File: config.mk
export PLATFORM = sky130hd
export DESIGN_NAME = clock_output_sync_delay
export DESIGN_NICKNAME = d
export VERILOG_FILES = /design/src/rtl/clock_group_channel.v /design/src/rtl/clock_output_sync_delay.v /design/src/rtl/sync_stage.v
export VERILOG_INCLUDE_DIRS = /design/src /design/src/rtl
export SDC_FILE = /design/constraint.sdc
export NUM_CORES = 1
export LEC_CHECK = 0
export BUFFER_PORTS_ARGS = -buffer_cell sky130_fd_sc_hd__buf_2
export CAP_MARGIN = 30
export CORE_ASPECT_RATIO = 0.9
export CORE_MARGIN = 4
export CORE_UTILIZATION = 50
export CTS_CLUSTER_SIZE = 25
export DETAILED_ROUTE_END_ITERATION = 7
export GPL_TIMING_DRIVEN = 0
export PLACE_DENSITY_LB_ADDON = 0.25
export SLEW_MARGIN = 25
export SYNTH_ARGS = -nofsm -noshare
export SYNTH_HDL_FRONTEND = slang
export SYNTH_HIERARCHICAL = 1
export SYNTH_SLANG_ARGS = --single-unit
File: constraint.sdc
create_clock -name clk_sys -period 8.7 [get_ports clk_sys]
set_clock_uncertainty 0.1 [all_clocks]
set_input_delay 0.435 -clock clk_sys [delete_from_list [all_inputs] [get_ports clk_sys]]
set_output_delay 0.435 -clock clk_sys [all_outputs]
set_load 0.01 [all_outputs]
File: src/rtl/clock_sync_map.vh
// Purpose: Offsets, field positions, reset values and timing counts for the clock output sync block.
// Assumes: One clock, the distribution path clock; register port with one-cycle read latency.
// Notes:   Definitions only.
`ifndef CLOCK_SYNC_MAP_VH
`define CLOCK_SYNC_MAP_VH

// ----------------------------------------------------------------------------
// Register offsets (word index on the register port)
// ----------------------------------------------------------------------------
`define REG_GROUP_LAST     4'h5
`define REG_GLOBAL         4'h6
`define REG_STATUS         4'h7

// ----------------------------------------------------------------------------
// Group register fields
// ----------------------------------------------------------------------------
`define GRP_DELAY_LSB      0
`define GRP_DELAY_MSB      9
`define GRP_HALF_BIT       10
`define GRP_EXCL_BIT       11
`define GRP_DIV_LSB        16
`define GRP_DIV_MSB        26

// ----------------------------------------------------------------------------
// Global register fields
// ----------------------------------------------------------------------------
`define GLB_SYNC_EN_BIT    0
`define GLB_QUAL_BIT       1
`define GLB_AUTO_BIT       2
`define GLB_POL_INV_BIT    3
`define GLB_FB_SEL_LSB     4
`define GLB_FB_SEL_MSB     6
`define GLB_P45_PD_BIT     7

// ----------------------------------------------------------------------------
// Reset values
// ----------------------------------------------------------------------------
`define RST_DELAY          10'h005
`define RST_DIV            11'h004
`define RST_GLOBAL         8'h01

// ----------------------------------------------------------------------------
// Timing counts in distribution path cycles
// ----------------------------------------------------------------------------
`define SYNC_LATENCY       6
`define MIN_COARSE_DELAY   5
`define ONESHOT_DELAY      3
`define ONESHOT_WIDTH      3
`define AUTO_PULSE_LEN     3

`endif

File: src/rtl/clock_group_channel.v
// Purpose: One output group: divider, sync hold and coarse delay restart.
// Assumes: force_low arrives delayed by the sync latency minus one; this module's flop adds the last cycle.
// Notes:   The output drives both pins of the pair, so their timing never differs.
`timescale 1ns/10ps
`include "clock_sync_map.vh"
module clock_group_channel #(
    parameter DW = 10,
    parameter VW = 11
) (
    // Clock and reset
    input  wire          clk_sys,
    input  wire          rstn,
    // Configuration
    input  wire [DW-1:0] coarse_delay_count,
    input  wire [VW-1:0] group_divide_value,
    input  wire          sync_exclude_bit,
    // Sync control
    input  wire          force_low,
    input  wire          release_now,
    // Output
    output reg           group_out
);

    localparam ST_RUN  = 2'd0;
    localparam ST_HELD = 2'd1;
    localparam ST_WAIT = 2'd2;

    localparam [DW-1:0] MIN_DLY = `MIN_COARSE_DELAY;
    localparam [DW:0]   LAT_M1  = `SYNC_LATENCY - 1;

    reg  [1:0]    state;
    reg  [DW:0]   wait_cnt;
    reg  [VW-1:0] half_cnt;
    wire [VW-1:0] half_raw = group_divide_value >> 1;
    wire [VW-1:0] half_len = (half_raw == {VW{1'b0}}) ? {{(VW-1){1'b0}}, 1'b1} : half_raw;
    // Delays below the minimum are clamped so the earliest rise stays at latency plus five.
    wire [DW-1:0] eff_delay = (coarse_delay_count < MIN_DLY) ? MIN_DLY : coarse_delay_count;
    wire [DW:0]   load_val = {1'b0, eff_delay} + LAT_M1;

    always @(posedge clk_sys) begin
        if (!rstn) begin
            state     <= ST_RUN;
            wait_cnt  <= {(DW+1){1'b0}};
            half_cnt  <= {VW{1'b0}};
            group_out <= 1'b0;
        end else if (sync_exclude_bit) begin
            state <= ST_RUN;
            if (half_cnt == {VW{1'b0}}) begin
                group_out <= ~group_out;
                half_cnt  <= half_len - 1'b1;
            end else begin
                half_cnt <= half_cnt - 1'b1;
            end
        end else begin
            case (state)
                ST_RUN, ST_HELD: begin
                    if (release_now) begin
                        state     <= ST_WAIT;
                        wait_cnt  <= load_val;
                        group_out <= 1'b0;
                    end else if (force_low) begin
                        // The force is not aligned to the divider phase, so a short high can be cut.
                        state     <= ST_HELD;
                        group_out <= 1'b0;
                    end else if (half_cnt == {VW{1'b0}}) begin
                        state     <= ST_RUN;
                        group_out <= ~group_out;
                        half_cnt  <= half_len - 1'b1;
                    end else begin
                        state    <= ST_RUN;
                        half_cnt <= half_cnt - 1'b1;
                    end
                end
                ST_WAIT: begin
                    group_out <= 1'b0;
                    if (release_now) begin
                        wait_cnt <= load_val;
                    end else if (wait_cnt == {(DW+1){1'b0}}) begin
                        state     <= ST_RUN;
                        group_out <= 1'b1;
                        half_cnt  <= half_len - 1'b1;
                    end else begin
                        wait_cnt <= wait_cnt - 1'b1;
                    end
                end
                default: begin
                    state     <= ST_RUN;
                    group_out <= 1'b0;
                end
            endcase
        end
    end

endmodule // clock_group_channel

File: src/rtl/clock_output_sync_delay.v
// Purpose: Sync request capture, qualification and per-group restart of clock outputs.
// Assumes: clk_sys is the distribution path clock; register port inputs are synchronous.
// Notes:   Half-cycle shifts are handed out as half_step; the output stage applies them.
//          Coarse delay is read live at release capture, so a write during a hold still counts.
//          A feedback select of GROUPS or more never qualifies; an armed request then waits.
//          Pair 4/5 power-down also blocks qualification, so an armed request waits for it.
`timescale 1ns/10ps
`include "clock_sync_map.vh"
module clock_output_sync_delay #(
    parameter GROUPS = 6,
    parameter DW     = 10,
    parameter VW     = 11
) (
    // Clock and reset
    input  wire              clk_sys,
    input  wire              rstn,
    // Register port
    input  wire [3:0]        reg_addr,
    input  wire [31:0]       reg_wdata,
    input  wire              reg_wr,
    input  wire              reg_rd,
    output reg  [31:0]       reg_rdata,
    // Sync pin from system logic
    input  wire              sync_pin,
    // Clock group outputs and half-step controls
    output wire [GROUPS-1:0] group_out,
    output wire [GROUPS-1:0] half_step,
    // Status
    output reg               sync_active
);

    // ------------------------------------------------------------------------
    // Local constants
    // ------------------------------------------------------------------------
    localparam LAT = `SYNC_LATENCY;

    // Sized copies of the shared counts, so no assignment narrows a plain integer.
    localparam [7:0] GLB_RST  = `RST_GLOBAL;
    localparam [1:0] AUTO_LEN = `AUTO_PULSE_LEN;
    localparam [1:0] SHOT_DLY = `ONESHOT_DELAY - 1;
    localparam [1:0] SHOT_WID = `ONESHOT_WIDTH - 1;

    // Qualification states.
    localparam Q_IDLE  = 2'd0;
    localparam Q_ARM   = 2'd1;
    localparam Q_WAIT  = 2'd2;
    localparam Q_PULSE = 2'd3;

    // ------------------------------------------------------------------------
    // Configuration registers
    // ------------------------------------------------------------------------
    reg [DW-1:0]     coarse_delay_count [0:GROUPS-1];
    reg [VW-1:0]     group_divide_value [0:GROUPS-1];
    reg [GROUPS-1:0] half_step_bit;
    reg [GROUPS-1:0] sync_exclude_bit;
    reg              sync_enable;
    reg              qualify_enable;
    reg              auto_sync_enable;
    reg              sync_polarity_invert;
    reg [2:0]        feedback_select;
    reg              pair45_power_down;

    integer i;

    // Group words sit at offsets 0 to 5, so three address bits index the per-group arrays.
    wire [2:0] grp_idx = reg_addr[2:0];
    wire group_wr = reg_wr && (reg_addr <= `REG_GROUP_LAST);
    wire glob_wr  = reg_wr && (reg_addr == `REG_GLOBAL);

    always @(posedge clk_sys) begin
        if (!rstn) begin
            for (i = 0; i < GROUPS; i = i + 1) begin
                coarse_delay_count[i] <= `RST_DELAY;
                group_divide_value[i] <= `RST_DIV;
            end
            half_step_bit        <= {GROUPS{1'b0}};
            sync_exclude_bit     <= {GROUPS{1'b0}};
            sync_enable          <= GLB_RST[`GLB_SYNC_EN_BIT];
            qualify_enable       <= 1'b0;
            auto_sync_enable     <= 1'b0;
            sync_polarity_invert <= 1'b0;
            feedback_select      <= 3'h0;
            pair45_power_down    <= 1'b0;
        end else begin
            if (group_wr) begin
                coarse_delay_count[grp_idx] <= reg_wdata[`GRP_DELAY_MSB:`GRP_DELAY_LSB];
                group_divide_value[grp_idx] <= reg_wdata[`GRP_DIV_MSB:`GRP_DIV_LSB];
                // The half step reaches its output at once; no sync event is needed.
                half_step_bit[grp_idx]      <= reg_wdata[`GRP_HALF_BIT];
                sync_exclude_bit[grp_idx]   <= reg_wdata[`GRP_EXCL_BIT];
            end
            if (glob_wr) begin
                sync_enable          <= reg_wdata[`GLB_SYNC_EN_BIT];
                qualify_enable       <= reg_wdata[`GLB_QUAL_BIT];
                auto_sync_enable     <= reg_wdata[`GLB_AUTO_BIT];
                sync_polarity_invert <= reg_wdata[`GLB_POL_INV_BIT];
                feedback_select      <= reg_wdata[`GLB_FB_SEL_MSB:`GLB_FB_SEL_LSB];
                pair45_power_down    <= reg_wdata[`GLB_P45_PD_BIT];
            end
        end
    end

    assign half_step = half_step_bit;

    // ------------------------------------------------------------------------
    // Request sources
    // ------------------------------------------------------------------------
    wire pin_level;

    // The pin is only trusted after two flops; a pulse of one period or less may be missed.
    sync_stage u_pin_sync (
        .clk_sys (clk_sys),
        .rstn    (rstn),
        .din     (sync_pin),
        .dout    (pin_level)
    );

    // Auto sync stretches a group register write into a request several cycles long.
    reg [1:0] auto_cnt;

    always @(posedge clk_sys) begin
        if (!rstn) begin
            auto_cnt <= 2'd0;
        end else if (group_wr && auto_sync_enable) begin
            auto_cnt <= AUTO_LEN;
        end else if (auto_cnt != 2'd0) begin
            auto_cnt <= auto_cnt - 2'd1;
        end
    end

    // Flipping the invert bit flips the effective level, which itself is a request.
    wire eff_pin  = pin_level ^ sync_polarity_invert;
    wire auto_req = (auto_cnt != 2'd0);
    wire raw_req  = sync_enable & (eff_pin | auto_req);

    // ------------------------------------------------------------------------
    // Qualification by an output clock
    // ------------------------------------------------------------------------
    reg       raw_prev;
    reg       fb_prev;
    reg [1:0] q_state;
    reg [1:0] q_cnt;
    reg       req_q;
    reg [1:0] next_q_state;
    reg [1:0] next_q_cnt;
    reg       next_req;

    // The qualifier is taken from the selected group; pair 4/5 must stay powered for this.
    wire fb_now  = (feedback_select < GROUPS) ? group_out[feedback_select] : 1'b0;
    wire fb_fall = fb_prev & ~fb_now & ~pair45_power_down;

    // An excluded qualifier keeps running (absolute); an included one is resynced too (relative).
    wire fb_is_excluded = (feedback_select < GROUPS) ? sync_exclude_bit[feedback_select] : 1'b1;

    // The one-shot is timed from the registered fall of the qualifier, so the restart keeps
    // a fixed distance to that clock whatever the timing of the request itself was.
    always @* begin
        next_q_state = q_state;
        next_q_cnt   = q_cnt;
        next_req     = req_q;
        if (!sync_enable) begin
            next_q_state = Q_IDLE;
            next_q_cnt   = 2'd0;
            next_req     = 1'b0;
        end else if (!qualify_enable) begin
            // Unqualified, restarted groups land at no known phase to excluded ones.
            next_q_state = Q_IDLE;
            next_req     = raw_req;
        end else begin
            case (q_state)
                Q_IDLE: begin
                    next_req = 1'b0;
                    if (raw_req && !raw_prev) begin
                        next_q_state = Q_ARM;
                    end
                end
                Q_ARM: begin
                    if (fb_fall) begin
                        next_q_state = Q_WAIT;
                        next_q_cnt   = SHOT_DLY;
                    end
                end
                Q_WAIT: begin
                    if (q_cnt == 2'd0) begin
                        next_q_state = Q_PULSE;
                        next_q_cnt   = SHOT_WID;
                        next_req     = 1'b1;
                    end else begin
                        next_q_cnt = q_cnt - 2'd1;
                    end
                end
                Q_PULSE: begin
                    if (q_cnt == 2'd0) begin
                        next_q_state = Q_IDLE;
                        next_req     = 1'b0;
                    end else begin
                        next_q_cnt = q_cnt - 2'd1;
                    end
                end
                default: begin
                    next_q_state = Q_IDLE;
                    next_req     = 1'b0;
                end
            endcase
        end
    end

    always @(posedge clk_sys) begin
        if (!rstn) begin
            raw_prev <= 1'b0;
            fb_prev  <= 1'b0;
            q_state  <= Q_IDLE;
            q_cnt    <= 2'd0;
            req_q    <= 1'b0;
        end else begin
            raw_prev <= raw_req;
            fb_prev  <= fb_now;
            q_state  <= next_q_state;
            q_cnt    <= next_q_cnt;
            req_q    <= next_req;
        end
    end

    // ------------------------------------------------------------------------
    // Latency pipeline and release capture
    // ------------------------------------------------------------------------
    // The captured request walks LAT-1 stages; the channel flop adds the last cycle.
    // A request shorter than the pipeline still restarts the groups, since release wins over force.
    reg  [LAT-2:0] hold_sr;
    wire           release_now = req_q & ~next_req;

    always @(posedge clk_sys) begin
        if (!rstn) begin
            hold_sr <= {(LAT-1){1'b0}};
        end else begin
            hold_sr <= {hold_sr[LAT-3:0], req_q};
        end
    end

    // ------------------------------------------------------------------------
    // Output groups
    // ------------------------------------------------------------------------
    genvar g;
    generate
        for (g = 0; g < GROUPS; g = g + 1) begin : gen_group
            // One channel per divider drives both pins of its pair.
            clock_group_channel #(
                .DW (DW),
                .VW (VW)
            ) u_channel (
                .clk_sys            (clk_sys),
                .rstn               (rstn),
                .coarse_delay_count (coarse_delay_count[g]),
                .group_divide_value (group_divide_value[g]),
                .sync_exclude_bit   (sync_exclude_bit[g]),
                .force_low          (hold_sr[LAT-2]),
                .release_now        (release_now),
                .group_out          (group_out[g])
            );
        end
    endgenerate

    // ------------------------------------------------------------------------
    // Register read-back
    // ------------------------------------------------------------------------
    // Each word is built apart from the mux, so field positions can be checked against the map.
    wire [31:0] group_word  = {5'h00, group_divide_value[grp_idx], 4'h0,
                               sync_exclude_bit[grp_idx], half_step_bit[grp_idx],
                               coarse_delay_count[grp_idx]};
    wire [31:0] global_word = {24'h00_0000, pair45_power_down, feedback_select,
                               sync_polarity_invert, auto_sync_enable, qualify_enable, sync_enable};
    wire [31:0] status_word = {16'h0000, 3'h0, fb_is_excluded, q_state, req_q, pin_level,
                               {(8-GROUPS){1'b0}}, group_out};

    // The status copy trails the internal request by one cycle.
    always @(posedge clk_sys) begin
        if (!rstn) begin
            sync_active <= 1'b0;
        end else begin
            sync_active <= req_q;
        end
    end

    // Read data stand for one cycle only and are zero otherwise.
    always @(posedge clk_sys) begin
        if (!rstn) begin
            reg_rdata <= 32'h0000_0000;
        end else begin
            if (reg_rd) begin
                if (reg_addr <= `REG_GROUP_LAST) begin
                    reg_rdata <= group_word;
                end else if (reg_addr == `REG_GLOBAL) begin
                    reg_rdata <= global_word;
                end else if (reg_addr == `REG_STATUS) begin
                    reg_rdata <= status_word;
                end else begin
                    reg_rdata <= 32'h0000_0000;
                end
            end else begin
                reg_rdata <= 32'h0000_0000;
            end
        end
    end

endmodule // clock_output_sync_delay

File: src/rtl/sync_stage.v
// Purpose: Two-flop synchronizer for an asynchronous level.
// Assumes: Only the second flop is read outside this module.
// Notes:   Synchronous active-low reset clears both flops.
`timescale 1ns/10ps
module sync_stage (
    // Clock and reset
    input  wire clk_sys,
    input  wire rstn,
    // Level in and out
    input  wire din,
    output reg  dout
);

    reg meta;

    always @(posedge clk_sys) begin
        if (!rstn) begin
            meta <= 1'b0;
            dout <= 1'b0;
        end else begin
            meta <= din;
            dout <= meta;
        end
    end

endmodule // sync_stage

# Yosys cells after proc, flatten, opt, wreduce, memory -nomap -nowiden
# Memories as Yosys holds them, arrays and structs flattened.
# Cells that the tools add are included.
[totals]
ff_bits = 219
ramBits = 126
out_inout_bits = 45
memories = 2
[memory_table]
columns = ["name", "depth", "width", "read_ports", "rd_ports_with_merged_regs", "wr", "line_no", "source"]
rows = [
  ["group_divide_value", 6, 11, 7, 0, 6, "clock_output_sync_delay.v:53", "reg [VW-1:0] group_divide_value [0:GROUPS-1];"],
  ["coarse_delay_count", 6, 10, 7, 0, 6, "clock_output_sync_delay.v:52", "reg [DW-1:0] coarse_delay_count [0:GROUPS-1];"],
]
[classes]
n_addsub = 26
order_cmp = 11
n_eq_ne = 70
n_mux = 182
n_bitwise = 24
reduce_logical = 86
[op_table]
columns = ["cell", "count"]
rows = [
  ["$mux 11", 55],
  ["$pmux 11 s2", 12],
  ["$logic_not 11->1", 18],
  ["$sub 11x1->11 const B", 18],
  ["$mux 10", 13],
  ["$ne 3x3->1 const B", 23],
  ["$add 10x3->11 const B", 6],
  ["$lt 10x3->1 const B", 6],
  ["$mux 1", 54],
  ["$mux 2", 21],
  ["$ne 2x2->1 const B", 16],
  ["$reduce_and 4->1", 8],
  ["$reduce_and 5->1", 6],
  ["$mux 27", 1],
  ["$mux 13", 2],
  ["$pmux 2 s2", 6],
  ["$reduce_or 2->1", 12],
  ["$ne 3x2->1 const B", 7],
  ["$reduce_bool 3->1", 7],
  ["$not 1->1", 18],
  ["$eq 2x2->1 const B", 8],
  ["$logic_not 2->1", 8],
  ["$reduce_and 2->1", 8],
  ["$reduce_bool 2->1", 8],
  ["26 further kinds", 58],
]

# Longest topological paths before layout
# Gate-level depths: netlist of run 1.
[logic_depth]
depth_word = 10
ltp_mapped = 15
depth_no_buf = 13

# By module
# Netlist of run 1, hierarchy kept.
[by_module_without_submodules]
columns = ["mod", "instances", "cells_each", "area_each_um2", "seq_area_each_um2"]
rows = [
  ["clock_group_channel (gen_group[0].u_channel ...)", 5, 254, 1916.8, 500.5],
  ["clock_output_sync_delay", 1, 687, 8293.0, 5185.0],
  ["clock_group_channel (gen_group[5].u_channel)", 1, 252, 1936.9, 500.5],
  ["sync_stage", 1, 4, 52.6, 40.0],
]

# Worst setup path before layout of run 1
# Ideal clock, no wire load.
[synth_timing]
kind = "register -> register"
start = "register q_state[0]"
end = "register gen_group[5].u_channel.wait_cnt[3]"
setup_ps = 117
arrival_ps = 3450
path_slack_ps = 5032
stages_incl_launch_ff = 13
path_buffers = 3
path_cell_list = "dfxtp_1 -> inv_1 -> ha_1 -> nor3_1 -> o21ai_0 -> and3_1 -> nor2b_1 -> clkbuf_1 -> or3b_1 -> clkbuf_1 -> clkbuf_1 -> o21ai_0 -> a32o_1"
[synth_between]
elab_chain_cells = 8
word_cells_on_any_way = 13
classes_between = "4 x eq/ne; 5 x mux; 2 x bitwise; 2 x reduce/logical"
[synth_rtl]
columns = ["element", "line_no", "source"]
rows = [
  ["start, declared", "clock_output_sync_delay.v:141", "reg [1:0] q_state;"],
  ["start signal, assigned", "clock_output_sync_delay.v:218", "q_state <= next_q_state;"],
  ["$eq 2x2->1 or $logic_not 2->1 (tied branches)", "clock_output_sync_delay.v:170", "case (q_state)"],
  ["$pmux 1 s3 (*)", "clock_output_sync_delay.v:170", ""],
  ["$mux 1 (*)", "clock_output_sync_delay.v:165", "end else if (!qualify_enable) begin"],
  ["$mux 1 (*)", "clock_output_sync_delay.v:161", "if (!sync_enable) begin"],
  ["$not 1->1 (*)", "clock_output_sync_delay.v:230", "wire release_now = req_q & ~next_req;"],
  ["$and 1x1->1 (*)", "clock_output_sync_delay.v:230", ""],
  ["named net release_now", "clock_output_sync_delay.v:230", ""],
  ["$ne 3x3->1 (no source line), or another cell as far along", "--", ""],
  ["$reduce_and 4->1 (no source line) or $pmux 11 s2 (tied branches)", "--", ""],
  ["end signal, assigned", "clock_group_channel.v:59", "wait_cnt <= load_val;"],
  ["end signal, assigned", "clock_group_channel.v:77", "wait_cnt <= load_val;"],
  ["end signal, assigned", "clock_group_channel.v:83", "wait_cnt <= wait_cnt - 1'b1;"],
  ["end, declared", "clock_group_channel.v:32", "reg [DW:0] wait_cnt;"],
]
# Mark *: on every way through the listed nets, which the timed path passes. The rest lies on a longest branch.
# A chain may end at the register's enable or synchronous reset.

# Final worst setup path of run 1
[layout_timing]
start = "register q_state[0]"
end = "register gen_group[5].u_channel.wait_cnt[2]"
# The elaborated chain is that of the path after synthesis.

==> key figures, run 1 <==
Status
  – Status: finished clean

Critical path
  – CP top delay family: buffers and inverters
  – Worst setup startpoint: q_state[0]$_SDFFE_PN0P_
  – Crit Path Max Fanout: 10
  – Reg2Reg Setup Slack: slightly above 5 ns
  – R2r startpoint: q_state[0]$_SDFFE_PN0P_
  – CP dominant cell by count: clkbuf_1
  – Worst R2R Path Depth: 14
  – CP arrival: just under 4 ns
  – Crit-path cells: inv_1 -> ha_1 -> nor3_1 -> o21ai_0 -> and3_1 -> nor2b_4 -> clkbuf_1 -> or3b_1 -> clkbuf_1 -> clkbuf_1 -> nor2_1 -> nand2_1 -> o21ai_0 -> a32o_1
  – Slowest cell on the critical path: dfxtp_1
  – R2R Path End: gen_group[5].u_channel/wait_cnt[2]$_SDFFE_PN0P_
  – Crit path capture type: register
  – Critical path class: reg2reg
  – Slowest stage delay, CP: ~0.43 ns
  – Number of buffer and inverter stages on the critical path: 4
  – CP required: between 9 and 10 ns
  – Startpoint types: register

CTS
  – H-Tree Depth: 2
  – Clk slew on worst S/H paths: around 0.060 ns
  – CTS tree: yes
  – Clock Sinks: around 340
  – Cts bufs inserted: 38
  – Clk root buf: clkbuf_16
  – Clock Latency Late Sink: between 0.5 and 0.6 ns
  – Bufs on Longest Clock Path: 3

Final layout
  – Nets: ~2400
  – Layout cells sized above 1: 13.6%
  – Design area: 0.0223 sq mm
  – Fin util: around 58%
  – Layout area overhead: 12.3%

Routing
  – Vias/cell: around 6.4
  – Final wirelength: between 60000 and 70000 um
  – Drt drc: 0
  – DR pass1 iterations: 5
  – DRT antenna net count: 0
  – WL per Instance: between 20 and 25 um
  – Via count: roughly 18000
  – Initial DRC count: roughly 2300

STA
  – Total negative setup slack: 0 ns
  – Period utilization: 41.1%
  – RSZ-0062 raised after global routing: no
  – Clock period minus worst slack: between 3 and 4 ns
  – Slew at the pin closest to its max-slew limit: around 0.92 ns
  – Relative slew slack: between 30% and 40%
  – Fin. max-slew vios: 0
  – F_max: roughly 0.28 GHz
  – Endpoints failing hold: 0
  – Final setup violation count: 0

Logic synthesis
  – Largest family of logic cells by synthesized area: simple AND/OR/NAND/NOR gates
  – Synth unique cells: 96
  – Xor and xnor fraction of the mapped netlist area: 3.70%
  – Post-synthesis simple-gate area fraction: a little under a quarter
  – Synth async-reset ratio: 0%
  – Synth Area in Adders: under 10%
  – Post-Syn Area: 0.0199 sq mm
  – YS warnings: 6
  – Post-synthesis compound-gate area fraction: about 20%
  – EDFF count, synth: 134
  – Top FF cell, synth: dfxtp_1
  – Synth area leader: dfxtp_1
  – Commonest cells post-synth: 308 x nor2_1, 210 x dfxtp_1, 189 x nand2_1
  – Mux contribution to synthesized area: between 5 and 6%
  – Syn Inst Count: 2213
  – Avg Inst Size Synth: between 8 and 9 sq um
  – Part of the Yosys area used for sequential elements: about two fifths
  – Synth Register Bits: around 340
  – Most frequent cell after synthesis: nor2_1
  – Post-synth top area share: 21.2%
  – Synth area leaders: dfxtp_1 21%, edfxtp_1 20%, nor2_1 5.8%

Power
  – Seq pwr share: approximately 33%
  – Worst VDD drop: between 0.15 and 0.2 mV
  – Gate power share: between 40% and 50%
  – Internal Dissipation: just over 0.004 W
  – PD cells: slightly above 300 mW/mm^2
  – Part of the power in the clock network: about a quarter
  – Net Sw Frac: slightly above 40%
  – Sw Pwr: approximately 0.0028 W
  – LEAKAGE: approximately 8.2 nW

Hold path
  – Hold wc startpoint: reg_wdata[7]
  – Worst hold path class: in2reg
  – Worst Hold Path EP: pair45_power_down$_SDFFE_PN0P_
  – Hold depth: 3

Floorplan
  – Die X: between 200 and 250 um
  – Row cnt: 68
  – Die area: roughly 0.043 sq mm
  – Initial core utilization: between 50% and 60%
  – # IOs: between 80 and 90
  – Area of the core: just under 0.04 sq mm
  – Die height: about 200 um

GRT
  – Largest net degree at the start of global routing: 31
  – Vias in the first global route: around 17000
  – First-pass GRT wire length: ~96000 um
  – All-Layer GR Usage: 28.2%
  – Initial antenna violation count: 0
  – Total gr overflow: 0

Placement
  – GP Congestion: around 0.94
  – Post-DP HPWL: about 46000 um
  – Cell area after placement: 0.0210 sq mm
  – Port-buffer cells: 67

Job
  – Max Cap Viol: 0
tightest hold or removal path, stage by stage:
cell and delay [ns]:
buf_2 0.10, mux2i_1 0.07, nor2b_1 0.10
metrics by stage:
stage	power [W]	setup slack (ns)	std cells	hold WS [ns]
6_report	0.00683	5.12	2900	0.0796
5_1_grt	0.00725	4.82	2899	0.0791
4_1_cts	0.00678	5.19	2893	0.0502
3_5_place_dp	0.00512	5.21	2822	0.326
3_3_place_gp	0.00500	3.34	2820	0.309
2_1_floorplan	0.00443	5.03	2228	0.306
worst max path at each step:
stage	to	slack [ns]	cells past startpoint
2_1_floorplan	gen_group[5].u_channel/wait_cnt[3]$_SDFFE_PN0P_	5.03	12
3_3_place_gp	gen_group[5].u_channel/wait_cnt[3]$_SDFFE_PN0P_	3.34	12
3_5_place_dp	gen_group[5].u_channel/wait_cnt[2]$_SDFFE_PN0P_	5.21	14
4_1_cts	gen_group[5].u_channel/wait_cnt[2]$_SDFFE_PN0P_	5.19	14
5_1_grt	gen_group[5].u_channel/wait_cnt[2]$_SDFFE_PN0P_	4.82	14
6_report	gen_group[5].u_channel/wait_cnt[2]$_SDFFE_PN0P_	5.12	14
timing repair:
| item | 4_1_cts | 5_1_grt |
|---|---|---|
| hold buffers | 1 | 0 |
| setup buffers | 0 | 0 |
| gates resized for setup | 0 | 0 |
| endpoints found under the setup margin | 0 | 0 |
| hold endpoints to repair | 1 | 0 |
cell usage in the layout (no fill, tap or decap), types with 13 or more instances in the layout:
cell type  instances
nor2_1           308
dfxtp_1          210
nand2_1          189
edfxtp_1         134
a21oi_1          133
o21ai_0          116
nor3_1            90
inv_1             88
buf_2             84
nand3_1           71
clkbuf_1          53
xnor2_1           48
a31oi_1           45
clkbuf_16         39
mux2i_1           37
xor2_1            36
nor4_1            33
ha_1              32
nor2b_1           30
a211oi_1          26
o22ai_1           26
nand2b_1          24
or3_1             22
o211ai_1          21
a32o_1            18
mux4_2            17
mux2_2            17
conb_1            16
o21a_1            13
buf_6             13
area by class of cell:
cell class	count	area [sq um]
antenna	1	2.50
buffer	98	551
clock buffer	44	1010
clock inverter	26	265
fill	3499	16500
inverter	88	330
multi-input combinational	1698	10800
sequential	344	8230
tap	525	657
timing repair buffer	76	447
metal layers:
layer	vias to the layer above	track usage (%)	part of all wire (%)
met5	-	0	0
met4	0	10.6	3.8
met3	144	5.26	11
met2	1001	42.4	44
met1	8843	40.5	42
li1	8456	-	-
logic make-up after synthesis:
group | count (synthesis)
AOI/OAI and AO/OA | 571
and+or+nand+nor | 920
other | 1
muxes | 75
buffers and inverters | 186
adders and majority gates | 32
xor gates and xnor gates | 84
DFF | 344
state kept, by name (all words and copies together) (netlist names), 5 cells and up:
register                       count
group_divide_value                74
gen_group.u_channel/group_out      6
gen_group.u_channel/wait_cnt      66
reg_rdata                         24
gen_group.u_channel/half_cnt      66
coarse_delay_count                60
half_step                          6
sync_exclude_bit                   6
hold_sr                            5
gen_group.u_channel/state         12
power by group through the flow:
stage	combinational [W]	clock, W	sequential (W)
after floorplan	0.00225	0	0.00218
after global placement	0.00274	0	0.00227
after detailed placement	0.00283	0	0.00228
after CTS	0.00285	0.00168	0.00225
after global routing	0.00321	0.00174	0.00230
final	0.00291	0.00166	0.00227
Note: power is estimated with default switching activity, not from simulation.
==> run 2, diff against run 1 <==
clock period = 3.45 ns   (was 8.7 ns; I/O delays follow)
==> key figures, run 2 (synthesis gave the netlist of run 1 again) <==
Status
  – Status: finished clean (unchanged)

CTS
  – Clock Latency Late Sink: 0.58 ns (was 0.57 ns)
  – H-Tree Depth: 2 (unchanged)
  – Clk slew on worst S/H paths: 0.07 ns (was 0.06 ns)
  – Clk root buf: clkbuf_16 (unchanged)
  – Bufs on Longest Clock Path: 3 (unchanged)
  – Clock Sinks: 344 (unchanged)
  – Cts bufs inserted: 40 (was 38)
  – CTS tree: yes (unchanged)

Critical path
  – Critical path class: reg2reg (unchanged)
  – Number of buffer and inverter stages on the critical path: 4 (unchanged)
  – Slowest stage delay, CP: 0.44 ns (was 0.43 ns)
  – Crit Path Max Fanout: 10 (unchanged)
  – CP dominant cell by count: nor3_1 (was clkbuf_1)
  – Crit-path cells: inv_1 -> ha_1 -> nor3_1 -> o21ai_0 -> and3_1 -> nor2b_4 -> buf_12 -> clkbuf_2 -> nor3_1 -> nor2_1 -> o21a_1 -> clkbuf_8 -> a21oi_1 -> o221a_1 (was inv_1 -> ha_1 -> nor3_1 -> o21ai_0 -> and3_1 -> nor2b_4 -> clkbuf_1 -> or3b_1 -> clkbuf_1 -> clkbuf_1 -> nor2_1 -> nand2_1 -> o21ai_0 -> a32o_1)
  – Startpoint types: register (unchanged)
  – Slowest cell on the critical path: dfxtp_1 (unchanged)
  – CP required: 3.80 ns (was 9.06 ns)
  – Crit path capture type: register (unchanged)
  – CP arrival: 3.57 ns (was 3.94 ns)
  – CP top delay family: simple AND/OR/NAND/NOR gates (was buffers and inverters)

Routing
  – Initial DRC count: 2196 (was 2273)
  – Drt drc: 0 (unchanged)
  – WL met2: 27200 um (was 27300 um)
  – M1 wire length: 26500 um (was 26000 um)
  – Uppermost layer routed: met5 (was met4)
  – Final wirelength: 62800 um (was 62400 um)
  – Vias/cell: 6.33 (was 6.36)
  – Via count: 18400 (about the same)
  – DR pass1 iterations: 6 (was 5)
  – DRT antenna net count: 0 (unchanged)
  – Met3 WL: 6360 um (was 6730 um)
  – WL per Instance: 21.6 um (was 21.5 um)

Final layout
  – Most flop-heavy register: group_divide_value (unchanged)
  – Commonest cells after routing, fill and taps aside: 308 x nor2_1, 210 x dfxtp_1, 189 x nand2_1 (unchanged)
  – Layout cells sized above 1: 14.2% (was 13.6%)
  – Leading registers by flop count: group_divide_value: 74 flops, gen_group.u_channel/half_cnt: 66 flops, gen_group.u_channel/wait_cnt: 66 flops (unchanged)
  – Layout area overhead: 13.7% (was 12.3%)
  – Filler cell count: 3387 (was 3499)
  – Total inserted antenna cells: 0 (was 1)
  – Nets: 2427 (was 2417)
  – Max FFs per register: 74 (unchanged)
  – Leading cell type in the layout, fill and taps excluded: nor2_1 (unchanged)

Placement
  – Port-buffer cells: 67 (unchanged)
  – Post-DP HPWL: 45900 um (was 45800 um)
  – GP Congestion: 0.956 (was 0.942)
  – Placement Setup Slack: -0.0238 ns (was 5.21 ns)

STA
  – Relative slew slack: 30.2% (was 37.9%)
  – Endpoints failing hold: 0 (unchanged)
  – Period utilization: 93.4% (was 41.1%)
  – Total negative setup slack: 0 ns (unchanged)
  – Final worst slack: 0.228 ns (was 5.12 ns)
  – Fin. max-slew vios: 0 (unchanged)
  – Clock period minus worst slack: 3.22 ns (was 3.58 ns)
  – Final setup violation count: 0 (unchanged)
  – F_max: 0.310 GHz (was 0.280 GHz)
  – Slew at the pin closest to its max-slew limit: 1.04 ns (was 0.924 ns)
  – RSZ-0062 raised after global routing: no (unchanged)

Floorplan
  – Die X: 218 um (unchanged)
  – Area of the core: 0.0388 sq mm (unchanged)
  – # IOs: 86 (unchanged)
  – Die area: 0.0430 sq mm (unchanged)
  – Initial core utilization: 51.2% (unchanged)
  – Row cnt: 68 (unchanged)
  – Die height: 197 um (unchanged)

GRT
  – Vias in the first global route: 17300 (was 17000)
  – Initial antenna violation count: 1 (was 0)
  – Largest net degree at the start of global routing: 31 (unchanged)
  – All-Layer GR Usage: 28.4% (was 28.2%)
  – First-pass GRT wire length: 97500 um (was 96400 um)
  – Total gr overflow: 0 (unchanged)

Power
  – LEAKAGE: 8.32 nW (was 8.15 nW)
  – Worst VDD drop: 0.447 mV (was 0.196 mV)
  – PD cells: 779 mW/mm^2 (was 306 mW/mm^2)

Job
  – Max Cap Viol: 0 (unchanged)

Hold path
  – Worst hold path class: in2reg (unchanged)
-- run 2: cell types whose count changed in the layout (fill, tap and decap cells not counted), sizes merged --
cell / change
inv: +5
clkinvlp: -5
buf: +1
bufinv: -2
clkbuf: +3
dlygate4sd3: +13
diode: -1
clkinv: -3
-- run 2: layout make-up --
class | instances | area [sq um] | area share (%)
Tap cell | 525 | 657 | 2.91
Clock buffer | 53 | 1210 | 5.34
Clock inverter | 21 | 210 | 0.930
Inverter | 88 | 330 | 1.46
Timing Repair Buffer | 89 | 584 | 2.59
Multi-Input combinational cell | 1698 | 10800 | 48.0
Buffer | 93 | 541 | 2.39
Sequential cell | 344 | 8230 | 36.4
-- run 2: layer usage --
| layer | up-vias | global-route usage [%] |
|---|---|---|
| met5 | - | 0 |
| met4 | 2 | 11.7 |
| met3 | 181 | 4.95 |
| met2 | 992 | 43.5 |
| met1 | 8807 | 40.2 |
| li1 | 8459 | - |
-- run 2: worst paths after layout --
kind	start	end	slack (ns)	cells past startpoint
max	q_state[0]$_SDFFE_PN0P_	gen_group[5].u_channel/half_cnt[7]$_SDFFE_PN0P_	0.23	14
min	reg_wdata[9]	coarse_delay_count[5][9]$_DFFE_PP_	0.03	3
max reg2reg	q_state[0]$_SDFFE_PN0P_	gen_group[5].u_channel/half_cnt[7]$_SDFFE_PN0P_	0.23	14
min reg2reg	hold_sr[3]$_SDFF_PN0_	hold_sr[4]$_SDFF_PN0_	0.33	1
-- run 2: power breakdown --
| part | internal [W] | switching [W] | leakage (nW) |
|---|---|---|---|
| clock network | 0.00266 | 0.00189 | 0.702 |
| logic | 0.00294 | 0.00441 | 4.61 |
| registers | 0.00491 | 0.000806 | 3.00 |
| total | 0.0105 | 0.00711 | 8.32 |
-- run 2: repair_timing --
item                       4_1_cts  5_1_grt
hold endpoints to repair        40        0
resized for setup                1       17
setup buffers                    0        2
hold buffers                    14        0
setup endpoints to repair        3       56
-- run 2: worst register-to-register path: stages (launching register included) --
cell and delay (ns):
dfxtp_1 0.44, inv_1 0.12, ha_1 0.26, nor3_1 0.18
o21ai_0 0.10, and3_1 0.22, nor2b_4 0.29, buf_12 0.16
clkbuf_2 0.20, nor3_1 0.08, nor2_1 0.18, o21a_1 0.28
clkbuf_8 0.22, a21oi_1 0.05, o221a_1 0.23
-- run 2: through the flow --
stage	utilization, %	hold WS, ns	power (W)	instances	instance area [sq um]
2_1_floorplan	-	0.194	0.0112	2228	19900
3_3_place_gp	53.9	0.279	0.0127	2820	20900
3_5_place_dp	54.0	0.285	0.0129	2822	21000
4_1_cts	58.1	0.000516	0.0175	2910	22500
5_1_grt	58.2	0.0411	0.0187	2911	22600
6_report	58.2	0.0286	0.0176	2911	22600
==> run 3, diff against run 2 <==
clock period = 3.42 ns   (was 3.45 ns; I/O delays follow)
==> key figures, run 3 (synthesis gave the netlist of run 1 again) <==
GRT
  – Vias in the first global route: 17400 (was 17300)
  – All-Layer GR Usage: 28.5% (was 28.4%)
  – Initial antenna violation count: 1 (unchanged)
  – First-pass GRT wire length: 97500 um (about the same)
  – Total gr overflow: 0 (unchanged)
  – Largest net degree at the start of global routing: 31 (unchanged)

Critical path
  – Crit-path cells: inv_1 -> ha_1 -> nor3_1 -> o21ai_0 -> and3_1 -> nor2b_4 -> buf_12 -> clkbuf_2 -> nor3_1 -> nor2_1 -> o21a_1 -> clkbuf_8 -> a21oi_1 -> o221a_1 (unchanged)
  – Number of buffer and inverter stages on the critical path: 4 (unchanged)
  – Critical path class: reg2reg (unchanged)
  – Slowest cell on the critical path: dfxtp_1 (unchanged)
  – CP required: 3.77 ns (was 3.80 ns)
  – Worst setup path end: gen_group[5].u_channel/half_cnt[7]$_SDFFE_PN0P_ (unchanged)
  – R2r startpoint: q_state[0]$_SDFFE_PN0P_ (unchanged)
  – Number of cells on the critical path: 14 (unchanged)
  – CP arrival: 3.57 ns (about the same)
  – CP top delay family: simple AND/OR/NAND/NOR gates (unchanged)
  – CP dominant cell by count: nor3_1 (unchanged)
  – Worst setup startpoint: q_state[0]$_SDFFE_PN0P_ (unchanged)
  – Startpoint types: register (unchanged)
  – Crit Path Max Fanout: 10 (unchanged)
  – Slowest stage delay, CP: 0.44 ns (about the same)
  – Crit path capture type: register (unchanged)
  – Worst R2R Path Depth: 14 (unchanged)
  – Reg2Reg Setup Slack: 0.20 ns (was 0.23 ns)
  – R2R Path End: gen_group[5].u_channel/half_cnt[7]$_SDFFE_PN0P_ (unchanged)

Final layout
  – Max FFs per register: 74 (unchanged)
  – Most flop-heavy register: group_divide_value (unchanged)
  – Nets: 2428 (was 2427)
  – Leading registers by flop count: group_divide_value: 74 flops, gen_group.u_channel/half_cnt: 66 flops, gen_group.u_channel/wait_cnt: 66 flops (unchanged)
  – Leading cell type in the layout, fill and taps excluded: nor2_1 (unchanged)
  – Total inserted antenna cells: 0 (unchanged)
  – Commonest cells after routing, fill and taps aside: 308 x nor2_1, 210 x dfxtp_1, 189 x nand2_1 (unchanged)
  – Layout cells sized above 1: 14.2% (about the same)
  – Filler cell count: 3382 (was 3387)
  – Fin util: 58.3% (was 58.2%)
  – Layout area overhead: 13.8% (was 13.7%)

Floorplan
  – Die X: 218 um (unchanged)
  – Initial core utilization: 51.2% (unchanged)
  – Area of the core: 0.0388 sq mm (unchanged)
  – # IOs: 86 (unchanged)
  – Die height: 197 um (unchanged)
  – Row cnt: 68 (unchanged)
  – Die area: 0.0430 sq mm (unchanged)

Routing
  – Initial DRC count: 2341 (was 2196)
  – Vias/cell: 6.35 (was 6.33)
  – Final wirelength: 63000 um (was 62800 um)
  – Via count: 18500 (was 18400)
  – DR pass1 iterations: 6 (unchanged)
  – WL per Instance: 21.6 um (about the same)
  – DRT antenna net count: 0 (unchanged)
  – Drt drc: 0 (unchanged)

Placement
  – Post-DP HPWL: 45900 um (unchanged)
  – Port-buffer cells: 67 (unchanged)
  – GP Congestion: 0.956 (unchanged)

STA
  – Slew at the pin closest to its max-slew limit: 1.01 ns (was 1.04 ns)
  – RSZ-0062 raised after global routing: no (unchanged)
  – F_max: 0.310 GHz (about the same)
  – Fin. max-slew vios: 0 (unchanged)
  – Relative slew slack: 31.9% (was 30.2%)
  – Period utilization: 94.3% (was 93.4%)
  – Final setup violation count: 0 (unchanged)
  – Clock period minus worst slack: 3.22 ns (about the same)
  – Endpoints failing hold: 0 (unchanged)
  – Total negative setup slack: 0 ns (unchanged)

CTS
  – H-Tree Depth: 2 (unchanged)
  – CTS tree: yes (unchanged)
  – Clock Sinks: 344 (unchanged)
  – Clk root buf: clkbuf_16 (unchanged)
  – Clock Latency Late Sink: 0.58 ns (about the same)
  – Cts bufs inserted: 40 (unchanged)
  – Bufs on Longest Clock Path: 3 (unchanged)
  – Clk slew on worst S/H paths: 0.07 ns (about the same)

Power
  – Total power: 0.0178 W (was 0.0176 W)
  – PD cells: 787 mW/mm^2 (was 779 mW/mm^2)
  – Worst VDD drop: 0.450 mV (was 0.447 mV)
  – LEAKAGE: 8.33 nW (was 8.32 nW)

Hold path
  – Worst hold path class: in2reg (unchanged)

Job
  – Max Cap Viol: 0 (unchanged)

Status
  – Status: finished clean (unchanged)
## run 3: cell types whose count changed in the layout (fill, tap and decap cells not counted)
cell and delta:
o41ai_2 +1, or3b_4 +1, or3b_1 -1, dlygate4sd3_1 +1
o41ai_1 -1
## run 3: repair_timing
item | CTS | global route
buffers inserted | 0 | 2
endpoints found under the hold margin | 42 | 0
setup endpoints to repair | 4 | 63
hold buffers | 15 | 0
gates resized for setup | 1 | 19
## run 3: area by class of cell
class	count	area [sq um]	area share (%)
Inverter	88	330	1.46
Timing Repair Buffer	90	594	2.63
Clock inverter	21	210	0.929
Clock buffer	53	1210	5.34
Sequential cell	344	8230	36.4
Multi-Input combinational cell	1698	10900	48.0
Tap cell	525	657	2.90
Buffer	93	541	2.39
## run 3: worst reg2reg max path, cell delays in order (launching register included)
cell and delay, ns:
dfxtp_1 0.44, inv_1 0.12, ha_1 0.26, nor3_1 0.18, o21ai_0 0.10, and3_1 0.22
nor2b_4 0.28, buf_12 0.16, clkbuf_2 0.20, nor3_1 0.08, nor2_1 0.18, o21a_1 0.28
clkbuf_8 0.22, a21oi_1 0.05, o221a_1 0.23
## run 3: metrics by stage
step / hold slack [ns] / instances / area, sq um / setup slack (ns)
floorplan: 0.193 / 2228 / 19900 / 0.158
global placement: 0.278 / 2820 / 20900 / -0.958
detailed placement: 0.283 / 2822 / 21000 / -0.0538
CTS: 0.00970 / 2911 / 22500 / 0.00633
global route: 0.0399 / 2912 / 22600 / 0.00193
finish: 0.0517 / 2912 / 22600 / 0.197
## run 3: worst min-delay path by stage
stage	start	end	slack (ns)	depth (start not counted)
after floorplan	rstn	u_pin_sync/meta$_SDFF_PN0_	0.19	1
after global placement	sync_pin	u_pin_sync/meta$_SDFF_PN0_	0.28	2
after detailed placement	sync_pin	u_pin_sync/meta$_SDFF_PN0_	0.28	2
after CTS	reg_wdata[22]	group_divide_value[5][6]$_DFFE_PP_	0.01	3
after global routing	reg_wdata[8]	coarse_delay_count[5][8]$_DFFE_PP_	0.04	3
final	reg_wdata[22]	group_divide_value[5][6]$_DFFE_PP_	0.05	3
## run 3: power by group
part	switching [W]	internal (W)	leakage, nW
registers	0.000812	0.00495	3.00
clock network	0.00191	0.00268	0.702
logic	0.00447	0.00297	4.63
## run 3: routing by layer
| layer | global-route usage (%) | vias up | share of wire [%] |
|---|---|---|---|
| li1 | - | 8458 | - |
| met1 | 40.2 | 8879 | 42 |
| met2 | 43.5 | 978 | 43 |
| met3 | 4.95 | 167 | 9.8 |
| met4 | 11.7 | 2 | 4.2 |
| met5 | 0 | - | 0.021 |
